File: config.mk
export PLATFORM = sky130hd
export DESIGN_NAME = bst_tap
export DESIGN_NICKNAME = d
export VERILOG_FILES = /design/src/hdl/bst_pkg.sv /design/src/hdl/bst_sync_if.sv /design/src/hdl/bst_pin_sync.sv /design/src/hdl/bst_tap.sv
export SDC_FILE = /design/constraint.sdc
export NUM_CORES = 1
export LEC_CHECK = 0
export ABC_AREA = 1
export BUFFER_PORTS_ARGS = -buffer_cell sky130_fd_sc_hd__buf_4
export CAP_MARGIN = 20
export CELL_PAD_IN_SITES_DETAIL_PLACEMENT = 1
export CELL_PAD_IN_SITES_GLOBAL_PLACEMENT = 1
export CORE_ASPECT_RATIO = 1.5
export CORE_MARGIN = 3
export CORE_UTILIZATION = 45
export CTS_BUF_LIST = sky130_fd_sc_hd__clkbuf_4
export DETAILED_ROUTE_END_ITERATION = 12
export HOLD_SLACK_MARGIN = 0.08
export PLACE_DENSITY = 0.8
export SLEW_MARGIN = 20
export SYNTH_ARGS = -nofsm -noshare
export SYNTH_HDL_FRONTEND = slang
export SYNTH_SLANG_ARGS = --single-unit
File: constraint.sdc
create_clock -name i_clk -period 2.1 [get_ports i_clk]
set_input_delay 0.21 -clock i_clk [delete_from_list [all_inputs] [get_ports i_clk]]
set_output_delay 0.21 -clock i_clk [all_outputs]
set_load 0.03 [all_outputs]
File: src/hdl/bst_pkg.sv
// shared constants and types for the boundary-scan test access block
package bst_pkg;
    localparam int IR_LEN = 4;
    localparam logic [IR_LEN-1:0] IR_RESET_VAL = 4'h1;
    localparam logic [IR_LEN-1:0] IR_CAPTURE_VAL = 4'h1;
    localparam logic [IR_LEN-1:0] OP_BYPASS = 4'hF;
    localparam logic [IR_LEN-1:0] OP_IDCODE = 4'h1;
    localparam int ID_LEN = 32;
    // identity value is arbitrary
    localparam logic [ID_LEN-1:0] ID_VALUE = 32'h0000_1001;
    localparam int SYNC_STAGES = 2;
    // pin levels after reset: tck and tap reset high, the rest low
    localparam logic [6:0] PIN_IDLE_VAL = 7'h09;

    typedef enum logic [15:0] {
        BST_RESET  = 16'h0001,
        BST_IDLE   = 16'h0002,
        BST_SEL_DR = 16'h0004,
        BST_CAP_DR = 16'h0008,
        BST_SH_DR  = 16'h0010,
        BST_EX1_DR = 16'h0020,
        BST_PA_DR  = 16'h0040,
        BST_EX2_DR = 16'h0080,
        BST_UPD_DR = 16'h0100,
        BST_SEL_IR = 16'h0200,
        BST_CAP_IR = 16'h0400,
        BST_SH_IR  = 16'h0800,
        BST_EX1_IR = 16'h1000,
        BST_PA_IR  = 16'h2000,
        BST_EX2_IR = 16'h4000,
        BST_UPD_IR = 16'h8000
    } bst_state_t;
endpackage

File: src/hdl/bst_sync_if.sv
// synchronised pin levels passed from the sampler to the tap logic
`timescale 1ns/1ps
interface bst_sync_if;
    logic tck;
    logic tms;
    logic tdi;
    logic trst_n;
    logic std_sel;
    logic scan_en;
    logic bidir_ctl;
    modport src (output tck, tms, tdi, trst_n, std_sel, scan_en, bidir_ctl);
    modport dst (input tck, tms, tdi, trst_n, std_sel, scan_en, bidir_ctl);
endinterface

File: src/hdl/bst_pin_sync.sv
// two-stage synchronisers for every tester pin
`timescale 1ns/1ps
module bst_pin_sync
    import bst_pkg::*;
(
    // clock and reset
    input  wire logic  i_clk,
    input  wire logic  i_rst_n,
    // raw pins
    input  wire logic [6:0] i_pins,
    // synchronised levels
    bst_sync_if.src    sync
);
    logic [6:0] stage1_reg;
    logic [6:0] stage2_reg;
    logic [6:0] stage1_next;
    logic [6:0] stage2_next;

    always_comb begin
        stage1_next = i_pins;
        stage2_next = stage1_reg;
    end

    // trst_n and tck idle high; others reset low
    always_ff @(posedge i_clk or negedge i_rst_n) begin
        if (!i_rst_n) begin
            stage1_reg <= PIN_IDLE_VAL;
            stage2_reg <= PIN_IDLE_VAL;
        end else begin
            stage1_reg <= stage1_next;
            stage2_reg <= stage2_next;
        end
    end

    assign sync.tck       = stage2_reg[0];
    assign sync.tms       = stage2_reg[1];
    assign sync.tdi       = stage2_reg[2];
    assign sync.trst_n    = stage2_reg[3];
    assign sync.std_sel   = stage2_reg[4];
    assign sync.scan_en   = stage2_reg[5];
    assign sync.bidir_ctl = stage2_reg[6];
endmodule

File: src/hdl/bst_tap.sv
// boundary-scan tap controller sampling the test clock on the system clock
//
// Notes on behaviour
// - test clock edges move state and data through the scan logic
// - instruction and data bits enter serially on tdi at rising tck
// - instruction and data bits leave serially on tdo
// - tms steers the tap state transitions
// - tap_reset_n low forces the initial state regardless of tck and tms
// - scan_standard_select low selects 1149.1, high selects 1149.6
// - scan shift enable input, held low in normal operation
// - bidir_force_input_ctl forces bidirectional pins to input during shift
`timescale 1ns/1ps
module bst_tap
    import bst_pkg::*;
(
    // clock and reset
    input  wire logic  i_clk,
    input  wire logic  i_nrst,
    // tester pins
    input  wire logic  i_tck,
    input  wire logic  i_tms,
    input  wire logic  i_tdi,
    input  wire logic  i_tap_reset_n,
    // static test pins
    input  wire logic  i_scan_standard_select,
    input  wire logic  i_scan_shift_en,
    input  wire logic  i_bidir_force_input_ctl,
    // serial output
    output logic       o_tdo,
    output logic       o_tdo_oe,
    // core-facing controls
    output logic       o_std_1149_6,
    output logic       o_scan_shift_en,
    output logic       o_bidir_force_input,
    output logic       o_tap_in_reset
);
    logic rst_s1_reg;
    logic rst_n_reg;
    bst_sync_if sync ();

    // reset release through two flops, assert asynchronously
    always_ff @(posedge i_clk or negedge i_nrst) begin
        if (!i_nrst) begin
            rst_s1_reg <= 1'b0;
            rst_n_reg  <= 1'b0;
        end else begin
            rst_s1_reg <= 1'b1;
            rst_n_reg  <= rst_s1_reg;
        end
    end

    bst_pin_sync u_sync (
        .i_clk   (i_clk),
        .i_rst_n (rst_n_reg),
        .i_pins  ({i_bidir_force_input_ctl, i_scan_shift_en,
                   i_scan_standard_select, i_tap_reset_n,
                   i_tdi, i_tms, i_tck}),
        .sync    (sync)
    );

    bst_state_t        state_reg;
    bst_state_t        state_next;
    logic              tck_d_reg;
    logic              tck_d_next;
    logic [IR_LEN-1:0] ir_sh_reg;
    logic [IR_LEN-1:0] ir_sh_next;
    logic [IR_LEN-1:0] ir_reg;
    logic [IR_LEN-1:0] ir_next;
    logic [ID_LEN-1:0] dr_sh_reg;
    logic [ID_LEN-1:0] dr_sh_next;
    logic              tdo_reg;
    logic              tdo_next;
    logic              oe_reg;
    logic              oe_next;
    logic              std_reg;
    logic              scan_reg;
    logic              bidir_reg;
    logic              inrst_reg;
    logic              std_next;
    logic              scan_next;
    logic              bidir_next;
    logic              inrst_next;
    logic              rise;
    logic              fall;
    logic              in_shift;

    // edges found from the synchronised copy, never from the first stage
    assign rise = sync.tck & ~tck_d_reg;
    assign fall = ~sync.tck & tck_d_reg;
    assign in_shift = (state_reg == BST_SH_DR) || (state_reg == BST_SH_IR);

    always_comb begin
        tck_d_next = sync.tck;
        state_next = state_reg;
        ir_sh_next = ir_sh_reg;
        ir_next    = ir_reg;
        dr_sh_next = dr_sh_reg;
        tdo_next   = tdo_reg;
        oe_next    = oe_reg;
        if (!sync.trst_n) begin
            state_next = BST_RESET;
            ir_next    = IR_RESET_VAL;
            oe_next    = 1'b0;
        end else if (rise) begin
            case (state_reg)
                BST_RESET:  state_next = sync.tms ? BST_RESET  : BST_IDLE;
                BST_IDLE:   state_next = sync.tms ? BST_SEL_DR : BST_IDLE;
                BST_SEL_DR: state_next = sync.tms ? BST_SEL_IR : BST_CAP_DR;
                BST_CAP_DR: state_next = sync.tms ? BST_EX1_DR : BST_SH_DR;
                BST_SH_DR:  state_next = sync.tms ? BST_EX1_DR : BST_SH_DR;
                BST_EX1_DR: state_next = sync.tms ? BST_UPD_DR : BST_PA_DR;
                BST_PA_DR:  state_next = sync.tms ? BST_EX2_DR : BST_PA_DR;
                BST_EX2_DR: state_next = sync.tms ? BST_UPD_DR : BST_SH_DR;
                BST_UPD_DR: state_next = sync.tms ? BST_SEL_DR : BST_IDLE;
                BST_SEL_IR: state_next = sync.tms ? BST_RESET  : BST_CAP_IR;
                BST_CAP_IR: state_next = sync.tms ? BST_EX1_IR : BST_SH_IR;
                BST_SH_IR:  state_next = sync.tms ? BST_EX1_IR : BST_SH_IR;
                BST_EX1_IR: state_next = sync.tms ? BST_UPD_IR : BST_PA_IR;
                BST_PA_IR:  state_next = sync.tms ? BST_EX2_IR : BST_PA_IR;
                BST_EX2_IR: state_next = sync.tms ? BST_UPD_IR : BST_SH_IR;
                BST_UPD_IR: state_next = sync.tms ? BST_SEL_DR : BST_IDLE;
                default:    state_next = BST_RESET;
            endcase
            case (state_reg)
                BST_RESET:  ir_next = IR_RESET_VAL;
                BST_CAP_IR: ir_sh_next = IR_CAPTURE_VAL;
                BST_SH_IR:  ir_sh_next = {sync.tdi, ir_sh_reg[IR_LEN-1:1]};
                BST_UPD_IR: ir_next = ir_sh_reg;
                BST_CAP_DR:
                    dr_sh_next = (ir_reg == OP_IDCODE) ? ID_VALUE
                                                       : {ID_LEN{1'b0}};
                BST_SH_DR:
                    // bypass is one bit long, idcode the full word
                    if (ir_reg == OP_IDCODE) begin
                        dr_sh_next = {sync.tdi, dr_sh_reg[ID_LEN-1:1]};
                    end else begin
                        dr_sh_next = {{(ID_LEN-1){1'b0}}, sync.tdi};
                    end
                default: ;
            endcase
        end else if (fall) begin
            // tdo changes only on falling tck, driven in shift states
            oe_next = in_shift;
            if (state_reg == BST_SH_IR) begin
                tdo_next = ir_sh_reg[0];
            end else if (state_reg == BST_SH_DR) begin
                tdo_next = dr_sh_reg[0];
            end
        end
    end

    always_ff @(posedge i_clk or negedge rst_n_reg) begin
        if (!rst_n_reg) begin
            state_reg <= BST_RESET;
            tck_d_reg <= PIN_IDLE_VAL[0];
            ir_sh_reg <= IR_RESET_VAL;
            ir_reg    <= IR_RESET_VAL;
            dr_sh_reg <= {ID_LEN{1'b0}};
            tdo_reg   <= 1'b0;
            oe_reg    <= 1'b0;
        end else begin
            state_reg <= state_next;
            tck_d_reg <= tck_d_next;
            ir_sh_reg <= ir_sh_next;
            ir_reg    <= ir_next;
            dr_sh_reg <= dr_sh_next;
            tdo_reg   <= tdo_next;
            oe_reg    <= oe_next;
        end
    end

    // static controls, registered so outputs come from flops
    always_comb begin
        std_next   = sync.std_sel;
        scan_next  = sync.scan_en;
        // bidirectionals forced to input only while shifting
        bidir_next = sync.bidir_ctl & sync.scan_en;
        inrst_next = (state_next == BST_RESET);
    end

    always_ff @(posedge i_clk or negedge rst_n_reg) begin
        if (!rst_n_reg) begin
            std_reg   <= 1'b0;
            scan_reg  <= 1'b0;
            bidir_reg <= 1'b0;
            inrst_reg <= 1'b1;
        end else begin
            std_reg   <= std_next;
            scan_reg  <= scan_next;
            bidir_reg <= bidir_next;
            inrst_reg <= inrst_next;
        end
    end

    assign o_tdo               = tdo_reg;
    assign o_tdo_oe            = oe_reg;
    assign o_std_1149_6        = std_reg;
    assign o_scan_shift_en     = scan_reg;
    assign o_bidir_force_input = bidir_reg;
    assign o_tap_in_reset      = inrst_reg;

    a_trst_forces_reset: assert property (
        @(posedge i_clk) disable iff (!rst_n_reg)
        !sync.trst_n |=> state_reg == BST_RESET)
        else $error("tap not reset by tap_reset_n");

    a_tms_high_reset: assert property (
        @(posedge i_clk) disable iff (!rst_n_reg)
        (sync.trst_n && rise && sync.tms && state_reg == BST_SEL_IR)
        |=> state_reg == BST_RESET)
        else $error("tms high from select-ir did not reset");

    a_state_hold_no_edge: assert property (
        @(posedge i_clk) disable iff (!rst_n_reg)
        (sync.trst_n && !rise) |=> $stable(state_reg))
        else $error("state moved without rising tck");

    a_tdo_on_fall: assert property (
        @(posedge i_clk) disable iff (!rst_n_reg)
        $changed(tdo_reg) |-> $past(fall))
        else $error("tdo changed outside falling tck");

    a_ir_shift_in: assert property (
        @(posedge i_clk) disable iff (!rst_n_reg)
        (sync.trst_n && rise && state_reg == BST_SH_IR)
        |=> ir_sh_reg[IR_LEN-1] == $past(sync.tdi))
        else $error("tdi not shifted into instruction");

    a_tdo_from_dr: assert property (
        @(posedge i_clk) disable iff (!rst_n_reg)
        (sync.trst_n && fall && state_reg == BST_SH_DR)
        |=> tdo_reg == $past(dr_sh_reg[0]) && oe_reg)
        else $error("tdo not driven from data register");

    a_std_follows_pin: assert property (
        @(posedge i_clk) disable iff (!rst_n_reg)
        1'b1 |=> o_std_1149_6 == $past(sync.std_sel))
        else $error("standard select not followed");

    a_bidir_only_shift: assert property (
        @(posedge i_clk) disable iff (!rst_n_reg)
        (sync.bidir_ctl && sync.scan_en) |=> o_bidir_force_input
        ##0 o_scan_shift_en)
        else $error("bidir force not applied in scan shift");
endmodule

==> flow_metrics.env, run 1 <==
export IMPL_syn_nets=387
export IMPL_die_w_um=78.3
export IMPL_fmax_mhz=518
export IMPL_synth_area_um2=3530
export IMPL_ir_drop_mv=0.768
export IMPL_cts_root_buffer="clkbuf_4"
export IMPL_fin_ws_ps=169
export IMPL_power_density_nw_per_um2=644
export IMPL_fin_nets=423
export IMPL_cp_required_ps=2450
export IMPL_setup_violations=0
export IMPL_cp_max_fo=13
export IMPL_outcome="finished, final reports clean"
export IMPL_async_flop_share=1.00
export IMPL_critPathMaxStageDelay_ps=460
export IMPL_dpl_cell_area_um2=3780
export IMPL_ant_nets=0
export IMPL_critical_path_class="register to register"
export IMPL_die_h_um=114
export IMPL_grt_max_degree=54
export IMPL_r2r_start="state_reg[8]"
export IMPL_synth_seq_cells=79
export IMPL_cpMostUsedCell="nand2_4"
export IMPL_finalInstanceArea_um2=4080
export IMPL_cts_made_buffers=9
export IMPL_routed_wl_um=8450
export IMPL_finalCriticalPeriod_ps=1930
export IMPL_min_path_type="register to asynchronous set/reset pin"
export IMPL_area_growth_pct=15.6
export IMPL_avgRoutedWirePerCell_um=16.3
export IMPL_largest_reg_flops=32
export IMPL_htreeDepth=3
export IMPL_clk_latency_ps=450
export IMPL_maxCapViolations=0
export IMPL_port_buffers=14
export IMPL_grt_ovfl_total=0
export IMPL_clock_path_buffers=2
export IMPL_grt_pass1_vias=2989
export IMPL_grt_pass1_wl_um=14100
export IMPL_yosysSeqAreaShare=0.563
export IMPL_ys_flop_type="dfrtp_1"
export IMPL_drtIter0Drc=78
export IMPL_crit_chain="nor2_4 > nand2_4 > nor2_8 > nand3_4 > clkinv_2 > nand2_4 > inv_2 > nand2_1 > o21ai_1"
export IMPL_vias=2728
export IMPL_finClkSkew_ps=22.0
export IMPL_grt_usage=0.207
export IMPL_clk_pin_slew_ps=150
export IMPL_place_hpwl_um=5960
export IMPL_rows=38
export IMPL_fin_crit_sh=0.920
export IMPL_worst_setup_path_start_kind="register"
export IMPL_synth_edff_count=0
export IMPL_arrival_ps=2290
export IMPL_rsz0062_at_grt="false"
export IMPL_worst_hold_slack_ps=247
export IMPL_fin_tns_setup_ps=0
export IMPL_yosysWarnings=0
export IMPL_worstSetupEndpointType="register"
export IMPL_antenna_found_initial=0
export IMPL_antenna_cells=0
export IMPL_synth_cell_types=37
export IMPL_hold_viol=0
export IMPL_synthCells=378
export IMPL_dp_slack_ps=31.2
export IMPL_syn_area_per_cell_um2=9.33
export IMPL_critPathSlowestCell="dfrtp_1"
export IMPL_start_util=0.476
export IMPL_finalMaxSlewViolations=0
export IMPL_p_leak_nw=1.98
export IMPL_pin_count=15
export IMPL_final_cells=519
export IMPL_drc=0
export IMPL_viasPerCell=5.26
export IMPL_dpl_cell_count=491
export IMPL_layout_drive_gt1_share=0.217
export IMPL_dieArea_um2=8960
export IMPL_cts_tree="yes"
export IMPL_coreArea_um2=7420
export IMPL_globalplace_congestion=0.935
export IMPL_first_pass_iters=4
export IMPL_critical_path_startpoint="state_reg[8]"
export IMPL_cts_sinks=79
==> stage by stage <==
| step | power [W] | utilization |
|---|---|---|
| after floorplan | 0.00167 | - |
| after global placement | 0.00172 | 0.510 |
| after detailed placement | 0.00172 | 0.510 |
| after CTS | 0.00264 | 0.541 |
| after global routing | 0.00273 | 0.550 |
| final | 0.00263 | 0.550 |
==> logic make-up (layout without fill, tap and decap cells) <==
| kind of cell | Yosys count | count (layout) | share of synthesized area |
|---|---|---|---|
| DFF | 79 | 79 | 0.563 |
| muxes | 1 | 1 | 0.00284 |
| and+or+nand+nor | 170 | 171 | 0.230 |
| buffers and inverters | 60 | 100 | 0.0730 |
| other | 1 | 1 | 0.00106 |
| AOI/OAI and AO/OA | 67 | 67 | 0.130 |
==> cell type report <==
type | instances | area [um^2]
Inverter | 51 | 193
Sequential cell | 79 | 1990
Clock buffer | 9 | 67.6
Multi-Input combinational cell | 240 | 1330
Tap cell | 100 | 125
Timing Repair Buffer | 33 | 295
Fill cell | 894 | 3340
Clock inverter | 7 | 71.3
==> power by group <==
part           switching, W  leakage, nW  internal [W]
combinational     0.0000860        0.870     0.0000485
clock              0.000554       0.0700      0.000362
sequential        0.0000225         1.04       0.00155
total              0.000663         1.98       0.00196
==> critical path, delay by kind of cell, from the launching register on <==
kind	cells	cell delay, ps
DFF	1	460
AOI/OAI and AO/OA	1	170
buffers and inverters	2	370
and+or+nand+nor	6	840
==> per-layer routing <==
metal / global-route usage / up-vias / part of all wire
li1: - / 1301 / -
met4: 0.111 / 0 / 0.039
met2: 0.390 / 34 / 0.57
met5: 0 / - / 0
met3: 0.0394 / 25 / 0.019
met1: 0.214 / 1368 / 0.38
==> placed cells by master, fill, tap and decap left out, types with 2 or more instances in the layout <==
cell type,Yosys,routed
o31ai_2,11,11
nand4_1,4,4
clkbuf_4,0,9
nor2_4,2,3
dfstp_2,9,9
o31ai_1,6,6
nand2_1,88,88
nand2_4,3,4
nor3_1,4,3
o21ai_0,6,6
dlygate4sd3_1,0,9
a21oi_2,1,2
nor2_1,28,25
o21ai_1,13,13
buf_12,0,2
inv_1,49,49
nand3b_1,3,3
a21oi_1,18,17
clkinv_2,1,2
o22ai_1,3,3
nor2_2,8,10
a31oi_1,5,5
buf_4,1,22
nand3_1,21,20
dfrtp_1,70,69
clkinvlp_4,0,2
nand2_2,5,4
==> synth_stat cells (2+ instances only) <==
cell	number	area, um^2
nand2_1	88	330
dfrtp_1	70	1750
inv_1	49	184
nor2_1	28	105
nand3_1	21	105
a21oi_1	18	90.1
o21ai_1	13	65.1
o31ai_2	11	138
dfstp_2	9	236
nor2_2	8	50.1
o21ai_0	6	30.0
o31ai_1	6	45.0
a31oi_1	5	31.3
nand2_2	5	31.3
buf_2	4	20.0
nand4_1	4	25.0
nor3_1	4	20.0
buf_6	3	33.8
nand2_4	3	33.8
nand3b_1	3	22.5
o22ai_1	3	18.8
nor2_4	2	22.5
==> timing repair <==
item	4_1_cts	5_1_grt
hold buffers	9	0
buffers inserted	0	2
setup endpoints to repair	0	19
gates resized for setup	0	9
hold endpoints to repair	9	0
==> worst paths after layout <==
kind / end / slack, ps / cells after the start
worst max-delay path: dr_sh_reg[4] / 170 / 9
worst min-delay path: u_sync.stage2_reg[4] / 250 / 0
worst max register to register: dr_sh_reg[4] / 170 / 9
worst min register to register: u_sync.stage2_reg[4] / 250 / 0
max in group asynchronous: o_tap_in_reset / 1190 / 1
min in group i_clk: u_sync.stage2_reg[2] / 340 / 0
(Power assumes the default switching activity.)
==> run 2, diff against run 1 <==
CORE_UTILIZATION = 25   (was 45)
PLACE_DENSITY = 0.51   (was 0.8)
RECOVER_POWER = 25   (was default)
==> run 2 against run 1 <==
  * The run now ends with capacitance limit, slew limit left
  * Die area rose by 74%
  * Final cell count rose by 13%
  * Sequential share of layout area fell by 1.7 points
  * Clock skew rose by 3.2 ps
  * Core utilization fell by 24 points
==> flow_metrics.env, run 2 (synthesis gave the netlist of run 1 again) <==
export IMPL_outcome="finished, violations left"
export IMPL_violations="capacitance limit, slew limit"
export IMPL_drc=0
export IMPL_maxCapViolations=1
export IMPL_critical_path_startpoint="state_reg[12]"
export IMPL_finalCriticalPeriod_ps=1930
export IMPL_grt_max_degree=38
export IMPL_coreArea_um2=13700
export IMPL_arrival_ps=2260
export IMPL_cts_root_buffer="clkbuf_4"
export IMPL_port_buffers=14
export IMPL_largest_reg_flops=32
export IMPL_r2r_cells=9
export IMPL_dieArea_um2=15600
export IMPL_antenna_found_initial=1
export IMPL_hp_start="u_sync.stage1_reg[3]"
export IMPL_clock_path_buffers=2
export IMPL_ir_drop_mv=0.322
export IMPL_place_hpwl_um=6380
export IMPL_fin_nets=429
export IMPL_routed_wl_um=8740
export IMPL_hold_path_end="u_sync.stage2_reg[3]"
export IMPL_grt_usage=0.125
export IMPL_die_h_um=152
export IMPL_cts_made_buffers=9
export IMPL_max_slew_margin_rel=-0.0442
export IMPL_pin_count=15
export IMPL_worstSetupEndpointType="register"
export IMPL_tightest_slew_ps=1570
export IMPL_grt_pass1_wl_um=14900
export IMPL_r2r_start="state_reg[12]"
export IMPL_globalplace_congestion=0.818
export IMPL_dpl_cell_count=558
export IMPL_finalMaxSlewViolations=37
export IMPL_cp_required_ps=2430
export IMPL_mostFrequentLayoutCells="nand2_1, dfrtp_1, inv_1"
export IMPL_viasPerCell=4.51
export IMPL_clk_latency_ps=450
export IMPL_fmax_mhz=519
export IMPL_grt_pass1_vias=2923
export IMPL_rsz0062_at_grt="false"
export IMPL_grt_ovfl_total=0
export IMPL_cp_max_fo=16
export IMPL_r2r_end="dr_sh_reg[10]"
export IMPL_layout_commonest_cell="nand2_1"
export IMPL_cts_sinks=79
export IMPL_critical_path_class="register to register"
export IMPL_die_w_um=103
export IMPL_avgRoutedWirePerCell_um=14.9
export IMPL_area_growth_pct=19.6
export IMPL_fin_crit_sh=0.918
export IMPL_fin_tns_setup_ps=0
export IMPL_reg2reg_setup_slack_ps=170
export IMPL_htreeDepth=3
export IMPL_drtIter0Drc=102
export IMPL_vias=2652
export IMPL_rows=52
export IMPL_first_pass_iters=4
export IMPL_final_cells=588
export IMPL_cts_tree="yes"
export IMPL_min_path_cells=0
export IMPL_p_leak_nw=2.01
export IMPL_clk_pin_slew_ps=160
export IMPL_min_path_type="register to register"
export IMPL_layout_drive_gt1_share=0.216
export IMPL_hold_viol=0
export IMPL_start_util=0.258
export IMPL_worst_setup_path_start_kind="register"
export IMPL_setup_violations=0
export IMPL_power_density_nw_per_um2=669
export IMPL_finClkSkew_ps=25.2
export IMPL_ant_nets=0
==> run 2: changes by cell type in the layout (fill, tap and decap cells not counted), moves of 2 or more <==
cell      change
clkbuf_4      +8
nor2_2        -3
buf_4         -2
nor2_1        +2
==> run 2: through the flow <==
step / area [um^2] / hold WS [ps] / total power [W] / utilization / worst slack (ps)
after floorplan: 3530 / -85.6 / 0.00167 / - / 516
after global placement: 3900 / -6.10 / 0.00173 / 0.285 / 139
after detailed placement: 3900 / -4.83 / 0.00174 / 0.285 / 103
after CTS: 4160 / 338 / 0.00288 / 0.304 / 45.8
after global routing: 4220 / 364 / 0.00296 / 0.309 / 34.7
final: 4220 / 349 / 0.00282 / 0.309 / 171
==> run 2: cell type report <==
type                       instances  area, um^2
tap                              162         203
multi-input combinational        240        1320
timing repair buffer              39         340
antenna                            1        2.50
inverter                          51         194
sequential                        79        1990
clock buffer                       9        67.6
fill                            1617        9440
clock inverter                     7         104
==> run 2: critical path, stage by stage (launching register included) <==
cell and delay [ps]:
dfrtp_1 450, nor2_4 140, nand2_2 130, nor2_8 210, nand3b_1 180, nand2_4 160
nand2_8 110, buf_4 230, a21oi_1 120, a21oi_1 50
==> run 2: where the power goes <==
| group | internal (W) | switching, W | total [W] |
|---|---|---|---|
| combinational | 0.0000537 | 0.0000851 | 0.000139 |
| sequential | 0.00155 | 0.0000245 | 0.00158 |
| clock | 0.000499 | 0.000607 | 0.00111 |
==> run 2: timing repair <==
item | in CTS | in global routing
hold buffers | 9 | 0
resized for setup | 0 | 6
setup buffers | 0 | 3
endpoints found under the setup margin | 0 | 24
hold endpoints to repair | 9 | 0
==> run 2: worst max-delay path by stage <==
stage               slack, ps              to
global placement          140   dr_sh_reg[10]
global route               30   dr_sh_reg[15]
finish                    170   dr_sh_reg[10]
detailed placement        100   dr_sh_reg[10]
CTS                        50   dr_sh_reg[10]
floorplan                 520  o_tap_in_reset
==> run 2: per-layer routing <==
metal,part of all wire,GRT usage
met5,0,0
met4,0.022,0.0493
met3,0.018,0.0279
met2,0.55,0.220
met1,0.41,0.146
==> run 3, diff against run 2 <==
PLACE_DENSITY = 0.49   (was 0.51)
clock period = 2.02 ns   (was 2.1 ns; I/O delays follow)
==> run 3 against run 2 <==
  * Largest power group unchanged
  * Highest routed layer unchanged
  * Clock-buffer cell count did not move
  * Final cell count is 0.68% lower
  * Critical path type unchanged
  * Hold slack got worse by 120 ps
  * The flow now finishes without violations
  * Total power increased by 0.35%
  * Largest cell class unchanged
==> flow_metrics.env, run 3 (synthesis gave the netlist of run 1 again) <==
export IMPL_outcome="finished, final reports clean"
export IMPL_critical_path_startpoint="state_reg[11]"
export IMPL_max_slew_margin_rel=0.354
export IMPL_die_h_um=152
export IMPL_fin_crit_sh=0.921
export IMPL_ir_drop_mv=0.358
export IMPL_rows=52
export IMPL_pin_count=15
export IMPL_drc=0
export IMPL_r2r_start="state_reg[11]"
export IMPL_fin_ws_ps=161
export IMPL_min_path_type="register to asynchronous set/reset pin"
export IMPL_p_leak_nw=1.98
export IMPL_globalplace_congestion=0.832
export IMPL_layout_commonest_cell="nand2_1"
export IMPL_grt_pass1_vias=2821
export IMPL_fin_nets=425
export IMPL_setup_violations=0
export IMPL_start_util=0.258
export IMPL_hold_viol=0
export IMPL_dp_slack_ps=38.0
export IMPL_worst_setup_path_start_kind="register"
export IMPL_grt_usage=0.120
export IMPL_clk_pin_slew_ps=160
export IMPL_vias=2649
export IMPL_finalMaxSlewViolations=0
export IMPL_cp_max_fo=23
export IMPL_port_buffers=14
export IMPL_viasPerCell=4.54
export IMPL_critical_path_class="register to register"
export IMPL_cts_made_buffers=9
export IMPL_power_density_nw_per_um2=679
export IMPL_mostFrequentLayoutCells="nand2_1, dfrtp_1, inv_1"
export IMPL_worstSetupEndpointType="register"
export IMPL_area_growth_pct=18.1
export IMPL_layout_drive_gt1_share=0.209
export IMPL_grt_ovfl_total=0
export IMPL_htreeDepth=3
export IMPL_cts_tree="yes"
export IMPL_fin_tns_setup_ps=0
export IMPL_largest_reg_flops=32
export IMPL_final_cells=584
export IMPL_dieArea_um2=15600
export IMPL_grt_pass1_wl_um=14200
export IMPL_maxCapViolations=0
export IMPL_clock_path_buffers=2
export IMPL_finalInstanceArea_um2=4170
export IMPL_finClkSkew_ps=21.1
export IMPL_coreArea_um2=13700
export IMPL_dpl_cell_area_um2=3890
export IMPL_place_hpwl_um=6210
export IMPL_avgRoutedWirePerCell_um=14.4
export IMPL_cp_required_ps=2370
export IMPL_dpl_cell_count=556
export IMPL_grt_max_degree=43
export IMPL_drtIter0Drc=65
export IMPL_clk_latency_ps=450
export IMPL_die_w_um=103
export IMPL_cts_sinks=79
export IMPL_finalCriticalPeriod_ps=1860
export IMPL_fmax_mhz=538
export IMPL_arrival_ps=2210
export IMPL_cts_root_buffer="clkbuf_4"
export IMPL_tightest_slew_ps=969
export IMPL_rsz0062_at_grt="false"
export IMPL_antenna_found_initial=1
export IMPL_first_pass_iters=4
export IMPL_routed_wl_um=8390
export IMPL_ant_nets=0
run 3: changes by cell type in the layout (fill, tap and decap cells not counted), sizes merged:
cell	before	now
buf	22	19
bufinv	2	1
inv	52	53
nand2	97	96
run 3: final cells by class:
class | instances | area [um^2]
inverter | 51 | 194
clock buffer | 9 | 67.6
fill | 1588 | 9500
multi-input combinational | 239 | 1310
clock inverter | 7 | 87.6
tap | 162 | 203
antenna | 1 | 2.50
timing repair buffer | 36 | 315
sequential | 79 | 1990
run 3: worst max-delay path, stage by stage, from the launching register on:
cell and delay (ps):
dfrtp_1 450, nor2_2 190, nand2_4 110, nor2_8 160, nand3b_1 170, nand2_4 140, nand2_8 130, buf_12 200
a31oi_1 140, a21oi_1 60
run 3: layer usage:
layer / up-vias / track usage / wire, um
li1: 1300 / - / -
met1: 1304 / 0.138 / 3420
met2: 25 / 0.206 / 4490
met3: 20 / 0.0224 / 158
met4: 0 / 0.0674 / 323
met5: - / 0 / 0
run 3: per-stage QoR:
step	util	hold slack, ps	power, W
after floorplan	-	-93.6	0.00173
after detailed placement	0.285	-14.7	0.00180
after global placement	0.285	-13.3	0.00180
final	0.305	229	0.00283
after CTS	0.304	192	0.00291
after global routing	0.305	296	0.00300
run 3: path summary, 6_finish.rpt:
check | end | slack (ps) | cells past startpoint
setup / recovery | dr_sh_reg[16] | 160 | 9
hold / removal | u_sync.stage2_reg[4] | 230 | 0
setup reg to reg | dr_sh_reg[16] | 160 | 9
hold reg to reg | u_sync.stage2_reg[4] | 230 | 0
max in group asynchronous | dr_sh_reg[25] | 430 | 1
min in group i_clk | u_sync.stage2_reg[3] | 360 | 0
run 3: power breakdown:
part / internal (W) / leakage [nW] / switching [W]
Combinational: 0.0000483 / 0.862 / 0.0000946
Clock: 0.000406 / 0.0785 / 0.000652
Sequential: 0.00161 / 1.04 / 0.0000155
Total: 0.00207 / 1.98 / 0.000762
run 3: timing repair:
item | in CTS | in global routing
setup endpoints to repair | 3 | 20
gates resized for setup | 1 | 6
buffers inserted | 0 | 2
pin swaps | 0 | 2
hold endpoints to repair | 9 | 0
hold buffers | 9 | 0
